### config.mk
export PLATFORM = sky130hd
export DESIGN_NAME = pcs_top
export DESIGN_NICKNAME = d
export VERILOG_FILES = /design/src/pkg/pcs_pkg.sv /design/src/design/pcs_top.sv /design/src/design/pcs_check_latch.sv
export SDC_FILE = /design/constraint.sdc
export NUM_CORES = 1
export LEC_CHECK = 0
export BUFFER_PORTS_ARGS = -buffer_cell sky130_fd_sc_hd__buf_2
export CAP_MARGIN = 5
export CORE_MARGIN = 3
export CORE_UTILIZATION = 40
export DETAILED_ROUTE_END_ITERATION = 6
export PLACE_DENSITY = 0.85
export SYNTH_ARGS = -nofsm -noshare
export SYNTH_HDL_FRONTEND = slang
export SYNTH_SLANG_ARGS = --single-unit
### constraint.sdc
create_clock -name aclk -period 1.75 [get_ports aclk]
set_input_delay 0.0875 -clock aclk [delete_from_list [all_inputs] [get_ports aclk]]
set_output_delay 0.0875 -clock aclk [all_outputs]
set_load 0.02 [all_outputs]
### src/pkg/pcs_pkg.sv
// ----------------------------------------------------------------------------
// constants and types shared by the parity check and stop block
// ----------------------------------------------------------------------------
package pcs_pkg;

    // clock and processor cycle timing
    localparam int CLK_PERIOD_NS = 8; // aclk period at 125 MHz
    localparam int PROC_CYCLE_NS = 64; // one processor cycle
    localparam int PROC_CYCLE_CLKS = PROC_CYCLE_NS / CLK_PERIOD_NS; // aclk edges per cycle
    localparam int PHASE_A = 0; // divider count that gives clock A

    // datapath widths
    localparam int MOD_W = 4; // modifier output width
    localparam int SAR_W = 15; // storage address register with parity
    localparam int EXT_CHECKS = 6; // other check latches feeding process check

    // register map, byte addresses
    localparam logic [3:0] CTRL_OFFSET = 4'h0; // control word
    localparam logic [3:0] STATUS_OFFSET = 4'h4; // check latch status

    // control field positions and reset value
    localparam int CTRL_OVERRIDE_BIT = 0; // keep clock A running despite a check
    localparam int CTRL_SWRESET_BIT = 1; // write one: raise the reset condition
    localparam logic CTRL_OVERRIDE_RST = 1'b0; // override off after reset

    // status field positions
    localparam int STAT_MOD_BIT = 0; // modifier check latch
    localparam int STAT_SAR_BIT = 1; // address register check latch
    localparam int STAT_PROC_BIT = 2; // process check latch
    localparam int STAT_EXT_LSB = 3; // first of the other check inputs

    // axi responses
    localparam logic [1:0] RESP_OKAY = 2'h0; // access done
    localparam logic [1:0] RESP_SLVERR = 2'h2; // unmapped address

    // panel lamp group
    typedef struct packed {
        logic proc_check; // process check lamp
        logic sar_check; // address register lamp
        logic mod_check; // modifier fault lamp
    } pcs_lamps_t;

endpackage

### src/design/pcs_top.sv
// Local design decisions: register access over AXI4-Lite and the placing of the registers.
`timescale 1ns/1ps
`default_nettype none
// Function
// - all bus latch values pass the modifier
// - even modifier parity raises modifier error
// - modifier error on clock C sets latch
// - modifier latch drives its panel lamp
// - modifier latch sets process check same pulse
// - six other checks also set process check
// - process check halts before next control-store cycle
// - check latches clear on reset or good C
// - even address register parity sets its latch
// - address latch drives lamp, sets process check
// - any even address bit count is error
// - process check suppresses clock A
// - only reset condition clears process check
module pcs_top #(
    parameter int CYCLE_CLKS = pcs_pkg::PROC_CYCLE_CLKS, // aclk edges per processor cycle
    parameter int EXT_N = pcs_pkg::EXT_CHECKS            // other check latch inputs
) (
    input wire logic aclk,                         // system clock, 125 MHz
    input wire logic aresetn,                      // synchronous reset, active low
    // axi4-lite slave
    input wire logic [3:0] s_axi_awaddr,           // write address
    input wire logic s_axi_awvalid,                // write address valid
    output logic s_axi_awready,                    // write address ready
    input wire logic [31:0] s_axi_wdata,           // write data
    input wire logic [3:0] s_axi_wstrb,            // write byte enables
    input wire logic s_axi_wvalid,                 // write data valid
    output logic s_axi_wready,                     // write data ready
    output logic [1:0] s_axi_bresp,                // write response
    output logic s_axi_bvalid,                     // write response valid
    input wire logic s_axi_bready,                 // write response ready
    input wire logic [3:0] s_axi_araddr,           // read address
    input wire logic s_axi_arvalid,                // read address valid
    output logic s_axi_arready,                    // read address ready
    output logic [31:0] s_axi_rdata,               // read data
    output logic [1:0] s_axi_rresp,                // read response
    output logic s_axi_rvalid,                     // read data valid
    input wire logic s_axi_rready,                 // read data ready
    // processor side
    input wire logic reset_key,                    // panel reset key, asynchronous
    input wire logic [pcs_pkg::MOD_W-1:0] bus_latch, // bus latch value into the modifier
    input wire logic [pcs_pkg::SAR_W-1:0] storage_address_reg, // address register with parity
    input wire logic [EXT_N-1:0] ext_check,        // other check latches, same clock
    output logic [pcs_pkg::MOD_W-1:0] mod_data,    // modifier output
    output logic clock_a,                          // gated clock A pulse
    output logic clock_c,                          // clock C pulse
    output logic cpu_halt,                         // processor stopped by a check
    output pcs_pkg::pcs_lamps_t lamps              // maintenance panel lamps
);

    // ------------------------------------------------------------------------
    // declarations
    // ------------------------------------------------------------------------
    logic [7:0] phase;                             // divider count
    logic [7:0] next_phase;
    logic a_en;                                    // ungated clock A phase
    logic c_en;                                    // clock C phase
    logic key_s1;                                  // reset key sync stage one
    logic key_s2;                                  // reset key sync stage two
    logic swreset;                                 // software reset pulse, one cycle
    logic next_swreset;
    logic reset_cond;                              // combined reset condition
    logic override;                                // clock A override switch
    logic next_override;
    logic [pcs_pkg::MOD_W-1:0] next_mod_data;
    logic mod_latch;                               // modifier check latch
    logic mod_set;                                 // modifier latch set this clock C
    logic sar_latch;                               // address register check latch
    logic sar_set;                                 // address latch set this clock C
    logic proc_check;                              // process check latch
    logic next_proc_check;
    logic next_clock_a;
    logic next_clock_c;
    logic next_halt;
    pcs_pkg::pcs_lamps_t next_lamps;
    logic [31:0] status_word;                      // status as read by software
    // bus slave state
    logic awready_q, wready_q, bvalid_q, arready_q, rvalid_q;
    logic next_awready, next_wready, next_bvalid, next_arready, next_rvalid;
    logic [3:0] waddr, next_waddr;                 // held write address
    logic [31:0] wdata, next_wdata;                // held write data
    logic [3:0] wstrb, next_wstrb;                 // held byte enables
    logic [1:0] bresp, next_bresp;
    logic [31:0] rdata, next_rdata;
    logic [1:0] rresp, next_rresp;
    logic do_write;                                // both halves held, commit now

    // ------------------------------------------------------------------------
    // phase divider: one processor cycle with clock A then clock C
    // ------------------------------------------------------------------------
    assign a_en = (phase == 8'(pcs_pkg::PHASE_A));
    assign c_en = (phase == 8'(CYCLE_CLKS / 2));

    always_comb begin
        next_phase = phase + 8'h01;
        if (phase == 8'(CYCLE_CLKS - 1)) begin
            next_phase = 8'h00;
        end
    end

    always_ff @(posedge aclk) begin
        if (!aresetn) begin
            phase <= 8'h00;
        end else begin
            phase <= next_phase;
        end
    end

    // ------------------------------------------------------------------------
    // reset key synchroniser; the key comes from the panel, not this clock
    // ------------------------------------------------------------------------
    always_ff @(posedge aclk) begin
        if (!aresetn) begin
            key_s1 <= 1'b0;
            key_s2 <= 1'b0;
        end else begin
            key_s1 <= reset_key;
            key_s2 <= key_s1;
        end
    end

    assign reset_cond = key_s2 | swreset;

    // ------------------------------------------------------------------------
    // modifier: every bus latch value is loaded at clock A time, so each
    // transfer is seen by the parity check at the following clock C
    // ------------------------------------------------------------------------
    always_comb begin
        next_mod_data = mod_data;
        if (a_en) begin
            next_mod_data = bus_latch;
        end
    end

    always_ff @(posedge aclk) begin
        if (!aresetn) begin
            mod_data <= '0;
        end else begin
            mod_data <= next_mod_data;
        end
    end

    // ------------------------------------------------------------------------
    // check latches
    // ------------------------------------------------------------------------
    pcs_check_latch #(
        .W(pcs_pkg::MOD_W)
    ) u_mod_check (
        .aclk(aclk),
        .aresetn(aresetn),
        .clk_c_en(c_en),
        .reset_cond(reset_cond),
        .data(mod_data),
        .latch(mod_latch),
        .set_now(mod_set)
    );

    pcs_check_latch #(
        .W(pcs_pkg::SAR_W)
    ) u_sar_check (
        .aclk(aclk),
        .aresetn(aresetn),
        .clk_c_en(c_en),
        .reset_cond(reset_cond),
        .data(storage_address_reg),
        .latch(sar_latch),
        .set_now(sar_set)
    );

    // ------------------------------------------------------------------------
    // process check latch; set on the very clock C that sets a check latch
    // ------------------------------------------------------------------------
    always_comb begin
        next_proc_check = proc_check;
        if (reset_cond) begin
            next_proc_check = 1'b0;
        end else if (mod_set | sar_set) begin
            next_proc_check = 1'b1;
        end else if (c_en & (|ext_check)) begin
            next_proc_check = 1'b1;
        end
    end

    always_ff @(posedge aclk) begin
        if (!aresetn) begin
            proc_check <= 1'b0;
        end else begin
            proc_check <= next_proc_check;
        end
    end

    // ------------------------------------------------------------------------
    // registered outputs: clock pulses, halt and lamps
    // ------------------------------------------------------------------------
    always_comb begin
        // using the next value stops the very next clock A, not one later
        next_halt = next_proc_check & ~override;
        next_clock_a = a_en & ~next_halt;
        next_clock_c = c_en;
        next_lamps.mod_check = mod_set | (mod_latch & ~reset_cond & ~c_en);
        next_lamps.sar_check = sar_set | (sar_latch & ~reset_cond & ~c_en);
        next_lamps.proc_check = next_proc_check;
    end

    always_ff @(posedge aclk) begin
        if (!aresetn) begin
            clock_a <= 1'b0;
            clock_c <= 1'b0;
            cpu_halt <= 1'b0;
            lamps <= '0;
        end else begin
            clock_a <= next_clock_a;
            clock_c <= next_clock_c;
            cpu_halt <= next_halt;
            lamps <= next_lamps;
        end
    end

    // ------------------------------------------------------------------------
    // status word as software sees it
    // ------------------------------------------------------------------------
    always_comb begin
        status_word = '0;
        status_word[pcs_pkg::STAT_MOD_BIT] = mod_latch;
        status_word[pcs_pkg::STAT_SAR_BIT] = sar_latch;
        status_word[pcs_pkg::STAT_PROC_BIT] = proc_check;
        status_word[pcs_pkg::STAT_EXT_LSB +: EXT_N] = ext_check;
    end

    // ------------------------------------------------------------------------
    // axi4-lite slave: address and data taken in either order, one at a time
    // ------------------------------------------------------------------------
    assign do_write = ~awready_q & ~wready_q & ~bvalid_q;

    always_comb begin
        next_awready = awready_q;
        next_wready = wready_q;
        next_bvalid = bvalid_q;
        next_waddr = waddr;
        next_wdata = wdata;
        next_wstrb = wstrb;
        next_bresp = bresp;
        next_override = override;
        next_swreset = 1'b0;
        if (awready_q & s_axi_awvalid) begin
            next_awready = 1'b0;
            next_waddr = s_axi_awaddr;
        end
        if (wready_q & s_axi_wvalid) begin
            next_wready = 1'b0;
            next_wdata = s_axi_wdata;
            next_wstrb = s_axi_wstrb;
        end
        if (do_write) begin
            next_bvalid = 1'b1;
            next_bresp = pcs_pkg::RESP_OKAY;
            if (waddr == pcs_pkg::CTRL_OFFSET) begin
                if (wstrb[0]) begin
                    // software steers the halt through the override switch
                    next_override = wdata[pcs_pkg::CTRL_OVERRIDE_BIT];
                    next_swreset = wdata[pcs_pkg::CTRL_SWRESET_BIT];
                end
            end else if (waddr != pcs_pkg::STATUS_OFFSET) begin
                next_bresp = pcs_pkg::RESP_SLVERR; // unmapped
            end
        end
        if (bvalid_q & s_axi_bready) begin
            next_bvalid = 1'b0;
            next_awready = 1'b1;
            next_wready = 1'b1;
        end
    end

    always_comb begin
        next_arready = arready_q;
        next_rvalid = rvalid_q;
        next_rdata = rdata;
        next_rresp = rresp;
        if (arready_q & s_axi_arvalid) begin
            next_arready = 1'b0;
            next_rvalid = 1'b1;
            next_rresp = pcs_pkg::RESP_OKAY;
            next_rdata = 32'h0000_0000;
            if (s_axi_araddr == pcs_pkg::CTRL_OFFSET) begin
                next_rdata[pcs_pkg::CTRL_OVERRIDE_BIT] = override;
            end else if (s_axi_araddr == pcs_pkg::STATUS_OFFSET) begin
                next_rdata = status_word;
            end else begin
                next_rresp = pcs_pkg::RESP_SLVERR; // unmapped reads zero
            end
        end
        if (rvalid_q & s_axi_rready) begin
            next_rvalid = 1'b0;
            next_arready = 1'b1;
        end
    end

    always_ff @(posedge aclk) begin
        if (!aresetn) begin
            awready_q <= 1'b1;
            wready_q <= 1'b1;
            bvalid_q <= 1'b0;
            arready_q <= 1'b1;
            rvalid_q <= 1'b0;
            waddr <= 4'h0;
            wdata <= 32'h0000_0000;
            wstrb <= 4'h0;
            bresp <= pcs_pkg::RESP_OKAY;
            rdata <= 32'h0000_0000;
            rresp <= pcs_pkg::RESP_OKAY;
            override <= pcs_pkg::CTRL_OVERRIDE_RST;
            swreset <= 1'b0;
        end else begin
            awready_q <= next_awready;
            wready_q <= next_wready;
            bvalid_q <= next_bvalid;
            arready_q <= next_arready;
            rvalid_q <= next_rvalid;
            waddr <= next_waddr;
            wdata <= next_wdata;
            wstrb <= next_wstrb;
            bresp <= next_bresp;
            rdata <= next_rdata;
            rresp <= next_rresp;
            override <= next_override;
            swreset <= next_swreset;
        end
    end

    assign s_axi_awready = awready_q;
    assign s_axi_wready = wready_q;
    assign s_axi_bvalid = bvalid_q;
    assign s_axi_bresp = bresp;
    assign s_axi_arready = arready_q;
    assign s_axi_rvalid = rvalid_q;
    assign s_axi_rdata = rdata;
    assign s_axi_rresp = rresp;

endmodule
`default_nettype wire

### src/design/pcs_check_latch.sv
`timescale 1ns/1ps
`default_nettype none
// ----------------------------------------------------------------------------
// one parity check latch: odd parity is good, even parity sets it on clock C
// ----------------------------------------------------------------------------
module pcs_check_latch #(
    parameter int W = 4 // width of the checked word
) (
    input wire logic aclk, // system clock
    input wire logic aresetn, // synchronous reset, active low
    input wire logic clk_c_en, // clock C phase pulse
    input wire logic reset_cond, // reset condition from the reset key or the software reset
    input wire logic [W-1:0] data, // word under check
    output logic latch, // check latch state
    output logic set_now // latch is being set on this clock C
);

    logic next_latch; // next latch state
    logic even_par; // even count of one bits

    // xnor reduction is high for zero, two, four ... ones
    assign even_par = ~^data;
    assign set_now = clk_c_en & ~reset_cond & even_par;

    // ------------------------------------------------------------------------
    // next latch value
    // ------------------------------------------------------------------------
    always_comb begin
        next_latch = latch;
        if (reset_cond) begin
            next_latch = 1'b0;
        end else if (clk_c_en) begin
            // the latch follows the check at each clock C, so a good word clears it
            next_latch = even_par;
        end
    end

    // ------------------------------------------------------------------------
    // latch register
    // ------------------------------------------------------------------------
    always_ff @(posedge aclk) begin
        if (!aresetn) begin
            latch <= 1'b0;
        end else begin
            latch <= next_latch;
        end
    end

endmodule
`default_nettype wire

==> results by group, run 1 <==
Outcome
  • Status: finished, final reports clean

Logic synthesis
  • Largest area contributor in the netlist: dfxtp_1
  • Seq/Total Area, Yosys: 45.3%
  • Post-synth EDFFs: 0
  • Netlist Area Pre-Place: 2080 um^2
  • Most common flop cell mapped by yosys: dfxtp_1
  • Mean Syn Cell Area: 9.31 um^2
  • Multiplexer share of the synthesized area: 3.98%
  • Synth Area in Adders: 1.20%
  • Synth warn: 0
  • Main combinational cell family by area after synthesis: simple AND/OR/NAND/NOR gates
  • Complex-gate fraction of the synthesized area: 9.82%
  • Synth Area in Simple Gates: 17.0%
  • Synth top area share: 45.3%
  • Cells after synthesis: 223
  • Area contributors post-synth: dfxtp_1 (45%), buf_4 (9.4%), nor2_1 (6.0%)
  • Yosys reg bits: 47
  • Post-synthesis async set-or-reset flop share: 0%
  • Xor/xnor share of the synthesized area: 10.5%
  • Distinct cell type count after synthesis: 33

Setup path
  • CP Data Arrival Time: 1.76 ns
  • Reg2reg start: phase[4]
  • Worst Setup Path Type: register to register
  • Worst setup startpoint: phase[4]
  • CP peak stage delay: 0.37 ns
  • Crit path cell chain: nor3_1 -> and4_2 -> nor2_1 -> o41a_1
  • Worst setup EP type: register
  • Slowest-stage cell, CP: and4_2
  • Worst-path fanout max: 6
  • Critical path startpoint category: register
  • Crit path max-delay family: simple AND/OR/NAND/NOR gates
  • Worst EP required: 1.93 ns
  • CP bufs+invs: 0

Clock tree
  • CTS tree: done
  • Clock Tree Buf Depth: 2
  • H-tree lvl count: 2
  • Total CTS buffers: 5
  • Clk sinks: 47
  • Total setup buffers inserted after CTS: 0
  • Clock Pin Slew Worst Setup and Hold Paths: 0.08 ns
  • Worst-Skew Late Latency: 0.30 ns
  • CTS root buf: clkbuf_8

Finish
  • Commonest non-fill, non-tap cells in the layout: buf_2 (69), dfxtp_1 (47), nor2_1 (33), conb_1 (25), nand2_1 (14)
  • Sequential Area: 941 um^2
  • Ant. Diodes: 0
  • Area Overhead vs Synth: 19.5%
  • Multi-input logic area: 978 um^2
  • Most common cell after layout, fill and taps aside: buf_2
  • Final nets: 371
  • # fillers: 470
  • Design area: 2480 um^2
  • Layout cells sized above 1: 28.7%

GRT
  • Gr ovfl total: 0
  • GRT met3 Usage: 4.82%
  • First-pass GRT wire length: 6.61 mm
  • Met2 Usage GRT: 22.6%
  • Met1 usage: 16.0%
  • Vias in the first global route: 1,511
  • GR peak layer: met2
  • GR Util All Layers: 13.5%
  • Largest net degree at the start of global routing: 31
  • Initial antenna violation count: 0

Power
  • Worst VDD drop: 0.626 mV
  • Static leakage: 1.16 nW
  • Pwr/cell area: 890 nW/um^2

Timing
  • Period utilization: 90.0%
  • Highest clock rate: 0.635 GHz
  • Tmin final: 1.57 ns
  • Max Slew Vio Count: 0
  • Final setup margin: 0.175 ns
  • Final setup vio count: 0
  • Clk_skew: 0.00661 ns
  • Final hold violation count: 0
  • Setup_tns: 0 ns
  • RSZ-0062 raised after global routing: no

Floorplanning
  • Chip height: 78.1 um
  • Core box area: 4880 um^2
  • Die area: 6090 um^2
  • IO Pins: 128
  • Std-Cell Rows: 25
  • Initial Util: 42.6%
  • Die W: 78.1 um

Route
  • DRC: 0
  • Total Routed Length: 4.05 mm
  • 1st-iter DRT viols: 49
  • DRT Pass-1 Iters: 4
  • Via-per-instance ratio: 4.53
  • Wirelength per Cell: 11.3 um
  • Routed via count: 1,632
  • Antenna Nets Post-Route: 0

Flow run
  • Max Cap Viol: 0

Hold path
  • HP Start: bus_latch[2]
  • Hold Crit Class: input port to register

Placement
  • DP Area: 2380 um^2
  • Placer Congestion: 0.709
  • Place WS: 0.136 ns
  • DPL Wire Length: 3.15 mm
  • PortBufs: 69
## repair_timing
action,4_1_cts,5_1_grt
hold buffers,1,0
setup endpoints to repair,0,2
endpoints found under the hold margin,1,0
gates resized for setup,0,1
## metrics by stage
| stage | instances | hold WS, ns | power (mW) | utilization [%] |
|---|---|---|---|---|
| after global placement | 351 | 0.299 | 1.59 | 48.8 |
| after CTS | 360 | 0.0177 | 2.23 | 50.8 |
| after global routing | 360 | 0.0145 | 2.32 | 50.8 |
| after floorplan | 247 | 0.188 | 1.52 | - |
| final | 360 | 0.0251 | 2.21 | 50.8 |
| after detailed placement | 351 | 0.299 | 1.60 | 48.8 |
## Yosys cell counts, drive strengths merged, types with 3 or more instances
library cell,instances
clkbuf,5
dfxtp,47
xnor2,12
nand3,11
nor3,5
mux2i,6
nor2,33
inv,7
and2,3
nand2,14
a211oi,4
and3,3
buf,28
xnor3,3
xor2,5
a21oi,11
a22oi,8
## area by class of cell
cell class,instances,area share (%)
Timing Repair Buffer,71,14.6
Clock inverter,3,0.807
Sequential cell,47,37.9
Inverter,7,1.06
Tap cell,67,3.38
Clock buffer,5,2.77
Multi-Input combinational cell,160,39.4
## flip-flops by register name, indices dropped and copies added (netlist names), 2 cells and up
| register | cells |
|---|---|
| mod_data | 4 |
| wdata | 2 |
| lamps | 3 |
| waddr | 4 |
| s_axi_rdata | 9 |
| phase | 8 |
## metal layers
metal / vias up / share of wire (%)
met5: - / 0
met4: 0 / 1.2
met3: 7 / 8.0
met2: 64 / 48
met1: 721 / 43
li1: 840 / -
## cells by family after synthesis
group | count (synthesis)
compound gates | 28
simple gates | 77
buf+inv | 40
mux | 8
other cells | 1
flops | 47
fa+ha+maj | 2
xor+xnor | 20
## final timing paths
check / cells past startpoint / slack [ns] / end
worst max-delay path: 4 / 0.18 / clock_a
worst min register to register: 1 / 0.44 / key_s2
worst min-delay path: 3 / 0.03 / mod_data[2]
worst max register to register: 4 / 0.18 / clock_a
## worst min-delay path, cell delays in order
cell and delay (ns):
buf_2 0.07, mux2i_1 0.05, nor2_1 0.07
## report_power, final
part / switching (mW) / internal [mW]
combinational: 0.243 / 0.181
clock: 0.355 / 0.278
sequential: 0.0352 / 1.12
(Power assumes the default switching activity.)
==> run 2: changes to the inputs <==
--- a/config.mk
+++ b/config.mk
@@ -7,10 +7,12 @@
 export LEC_CHECK = 0
 export BUFFER_PORTS_ARGS = -buffer_cell sky130_fd_sc_hd__buf_2
 export CAP_MARGIN = 5
+export CELL_PAD_IN_SITES_DETAIL_PLACEMENT = 2
+export CELL_PAD_IN_SITES_GLOBAL_PLACEMENT = 2
 export CORE_MARGIN = 3
-export CORE_UTILIZATION = 40
+export CORE_UTILIZATION = 23
 export DETAILED_ROUTE_END_ITERATION = 6
-export PLACE_DENSITY = 0.85
+export PLACE_DENSITY = 0.89
 export SYNTH_ARGS = -nofsm -noshare
 export SYNTH_HDL_FRONTEND = slang
 export SYNTH_SLANG_ARGS = --single-unit
==> run 2 against run 1 <==
  * Clock-buffer cell count rose by 3
  * Flip-flop and latch count did not move
  * Global-route usage fell by 2.7 points
  * First-iteration DRC count fell by 8.2%
  * Critical path type unchanged
  * Via count rose by 6.2%
  * Total power rose by 4.9%
  * Clock skew barely moved
  * Final cell count rose by 12%
  * Critical path depth did not move
==> results by group, run 2 (synthesis gave the netlist of run 1 again) <==
Outcome
  • Status: finished, final reports clean

Power
  • Total power: 2.32 mW (+4.9%)
  • Worst VDD drop: 0.349 mV (-44%)
  • Pwr/cell area: 906 nW/um^2 (+1.8%)
  • Static leakage: 1.19 nW (+1.9%)

Setup path
  • Worst R2R Setup Slack: 0.19 ns (+0.02 ns)
  • CP Data Arrival Time: 1.76 ns (about the same)
  • Reg2reg path depth: 4 (unchanged)
  • Worst R2R End: cpu_halt
  • Worst setup EP type: register
  • Worst-path fanout max: 4 (-2)
  • Worst Setup Path Type: register to register
  • CP peak stage delay: 0.36 ns (about the same)
  • Critical path startpoint category: register
  • Crit path cell chain: nor3_1 -> and4_1 -> nor2_1 -> a2111oi_4
  • Worst EP required: 1.95 ns (+0.02 ns)
  • Reg2reg start: phase[4]
  • Slowest-stage cell, CP: dfxtp_1
  • Crit path max-delay family: simple AND/OR/NAND/NOR gates
  • Crit path to: cpu_halt
  • Crit path depth: 4 (unchanged)
  • CP bufs+invs: 0 (unchanged)
  • Worst setup startpoint: phase[4]

Finish
  • Most common cell after layout, fill and taps aside: buf_2
  • # fillers: 1,014 (+120%)
  • Design area: 2560 um^2 (+3.1%)
  • Ant. Diodes: 0 (unchanged)
  • Area Overhead vs Synth: 23.1%
  • Final nets: 373 (+0.54%)
  • Sequential Area: 941 um^2 (unchanged)
  • Multi-input logic area: 977 um^2 (-0.13%)
  • Commonest non-fill, non-tap cells in the layout: buf_2 (69), dfxtp_1 (47), nor2_1 (33), conb_1 (25), nand2_1 (14)
  • Layout cells sized above 1: 28.5% (-0.19 points)
  • Max reg flops: 9 (unchanged)
  • Final Util: 29.2% (-22 points)

Floorplanning
  • Core box area: 8760 um^2 (+80%)
  • Chip height: 101 um (+29%)
  • Std-Cell Rows: 34 (+36%)
  • Die area: 10,200 um^2 (+68%)
  • IO Pins: 128 (unchanged)
  • Die W: 101 um (+29%)
  • Initial Util: 23.7% (-19 points)

Clock tree
  • Clock Pin Slew Worst Setup and Hold Paths: 0.08 ns (about the same)
  • Total CTS buffers: 5 (unchanged)
  • CTS root buf: clkbuf_8
  • CTS tree: done
  • Clk sinks: 47 (unchanged)
  • Clock Tree Buf Depth: 2 (unchanged)
  • H-tree lvl count: 2 (unchanged)
  • Worst-Skew Late Latency: 0.30 ns (about the same)

Route
  • DRT Pass-1 Iters: 4 (unchanged)
  • Total Routed Length: 5.53 mm (+37%)
  • Wirelength per Cell: 13.7 um (+22%)
  • Antenna Nets Post-Route: 0 (unchanged)
  • Routed via count: 1,733 (+6.2%)
  • Via-per-instance ratio: 4.30 (-5.1%)
  • DRC: 0 (unchanged)
  • 1st-iter DRT viols: 45 (-8.2%)

Timing
  • Setup_tns: 0 ns (unchanged)
  • Period utilization: 89.1% (-0.92 points)
  • RSZ-0062 raised after global routing: no
  • Final hold slack: 0.0259 ns (+0.000759 ns)
  • Final setup vio count: 0 (unchanged)
  • Highest clock rate: 0.642 GHz (+1.0%)
  • Max Slew Vio Count: 0 (unchanged)
  • Clk_skew: 0.00671 ns (+0.0000975 ns)
  • Final hold violation count: 0 (unchanged)
  • Tmin final: 1.56 ns (-0.0162 ns)

GRT
  • Initial antenna violation count: 0 (unchanged)
  • Largest net degree at the start of global routing: 31 (unchanged)
  • GR Util All Layers: 10.8% (-2.7 points)
  • Gr ovfl total: 0 (unchanged)
  • Vias in the first global route: 1,800 (+19%)
  • First-pass GRT wire length: 8.78 mm (+33%)

Placement
  • PortBufs: 69 (unchanged)
  • Placer Congestion: 0.690 (-2.6%)
  • DP Area: 2450 um^2 (+2.8%)
  • DPL Wire Length: 4.41 mm (+40%)

Hold path
  • Hold Crit Class: input port to register

Flow run
  • Max Cap Viol: 0 (unchanged)
## run 2: how the worst min path moves through the flow
stage | end | from | cells after the start | slack (ns)
2_1_floorplan | s_axi_awready | s_axi_awvalid | 1 | 0.19
3_3_place_gp | key_s1 | reset_key | 2 | 0.30
3_5_place_dp | key_s1 | reset_key | 2 | 0.32
4_1_cts | s_axi_arready | s_axi_rready | 2 | 0.01
5_1_grt | s_axi_arready | s_axi_rready | 2 | 0.02
6_report | s_axi_arready | s_axi_rready | 2 | 0.03
## run 2: repair_timing
action,in CTS,in global routing
gates resized for setup,0,0
hold buffers,1,0
buffers inserted,0,0
endpoints found under the hold margin,1,0
## run 2: per-stage QoR
step / setup slack (ns) / cells
2_1_floorplan: 0.333 / 247
3_3_place_gp: 0.257 / 394
3_5_place_dp: 0.214 / 394
4_1_cts: 0.181 / 403
5_1_grt: 0.0554 / 403
6_report: 0.192 / 403
## run 2: power by group
| group | switching, mW | internal (mW) | total, mW |
|---|---|---|---|
| clock network | 0.357 | 0.361 | 0.718 |
| registers | 0.0382 | 1.12 | 1.15 |
| logic | 0.260 | 0.184 | 0.444 |
| total | 0.655 | 1.66 | 2.32 |
## run 2: area by class of cell
type	instances	area share (%)
multi-input combinational	160	38.2
sequential	47	36.8
timing repair buffer	73	14.8
tap	108	5.28
clock buffer	8	3.91
inverter	7	1.03
## run 2: metal layers
| layer | up-vias | global-route usage, % | share of wire, % |
|---|---|---|---|
| met1 | 818 | 12.4 | 40 |
| met2 | 63 | 19.5 | 51 |
| met3 | 9 | 2.98 | 6.9 |
| li1 | 843 | - | - |
| met5 | - | 0 | 0 |
| met4 | 0 | 3.17 | 1.4 |
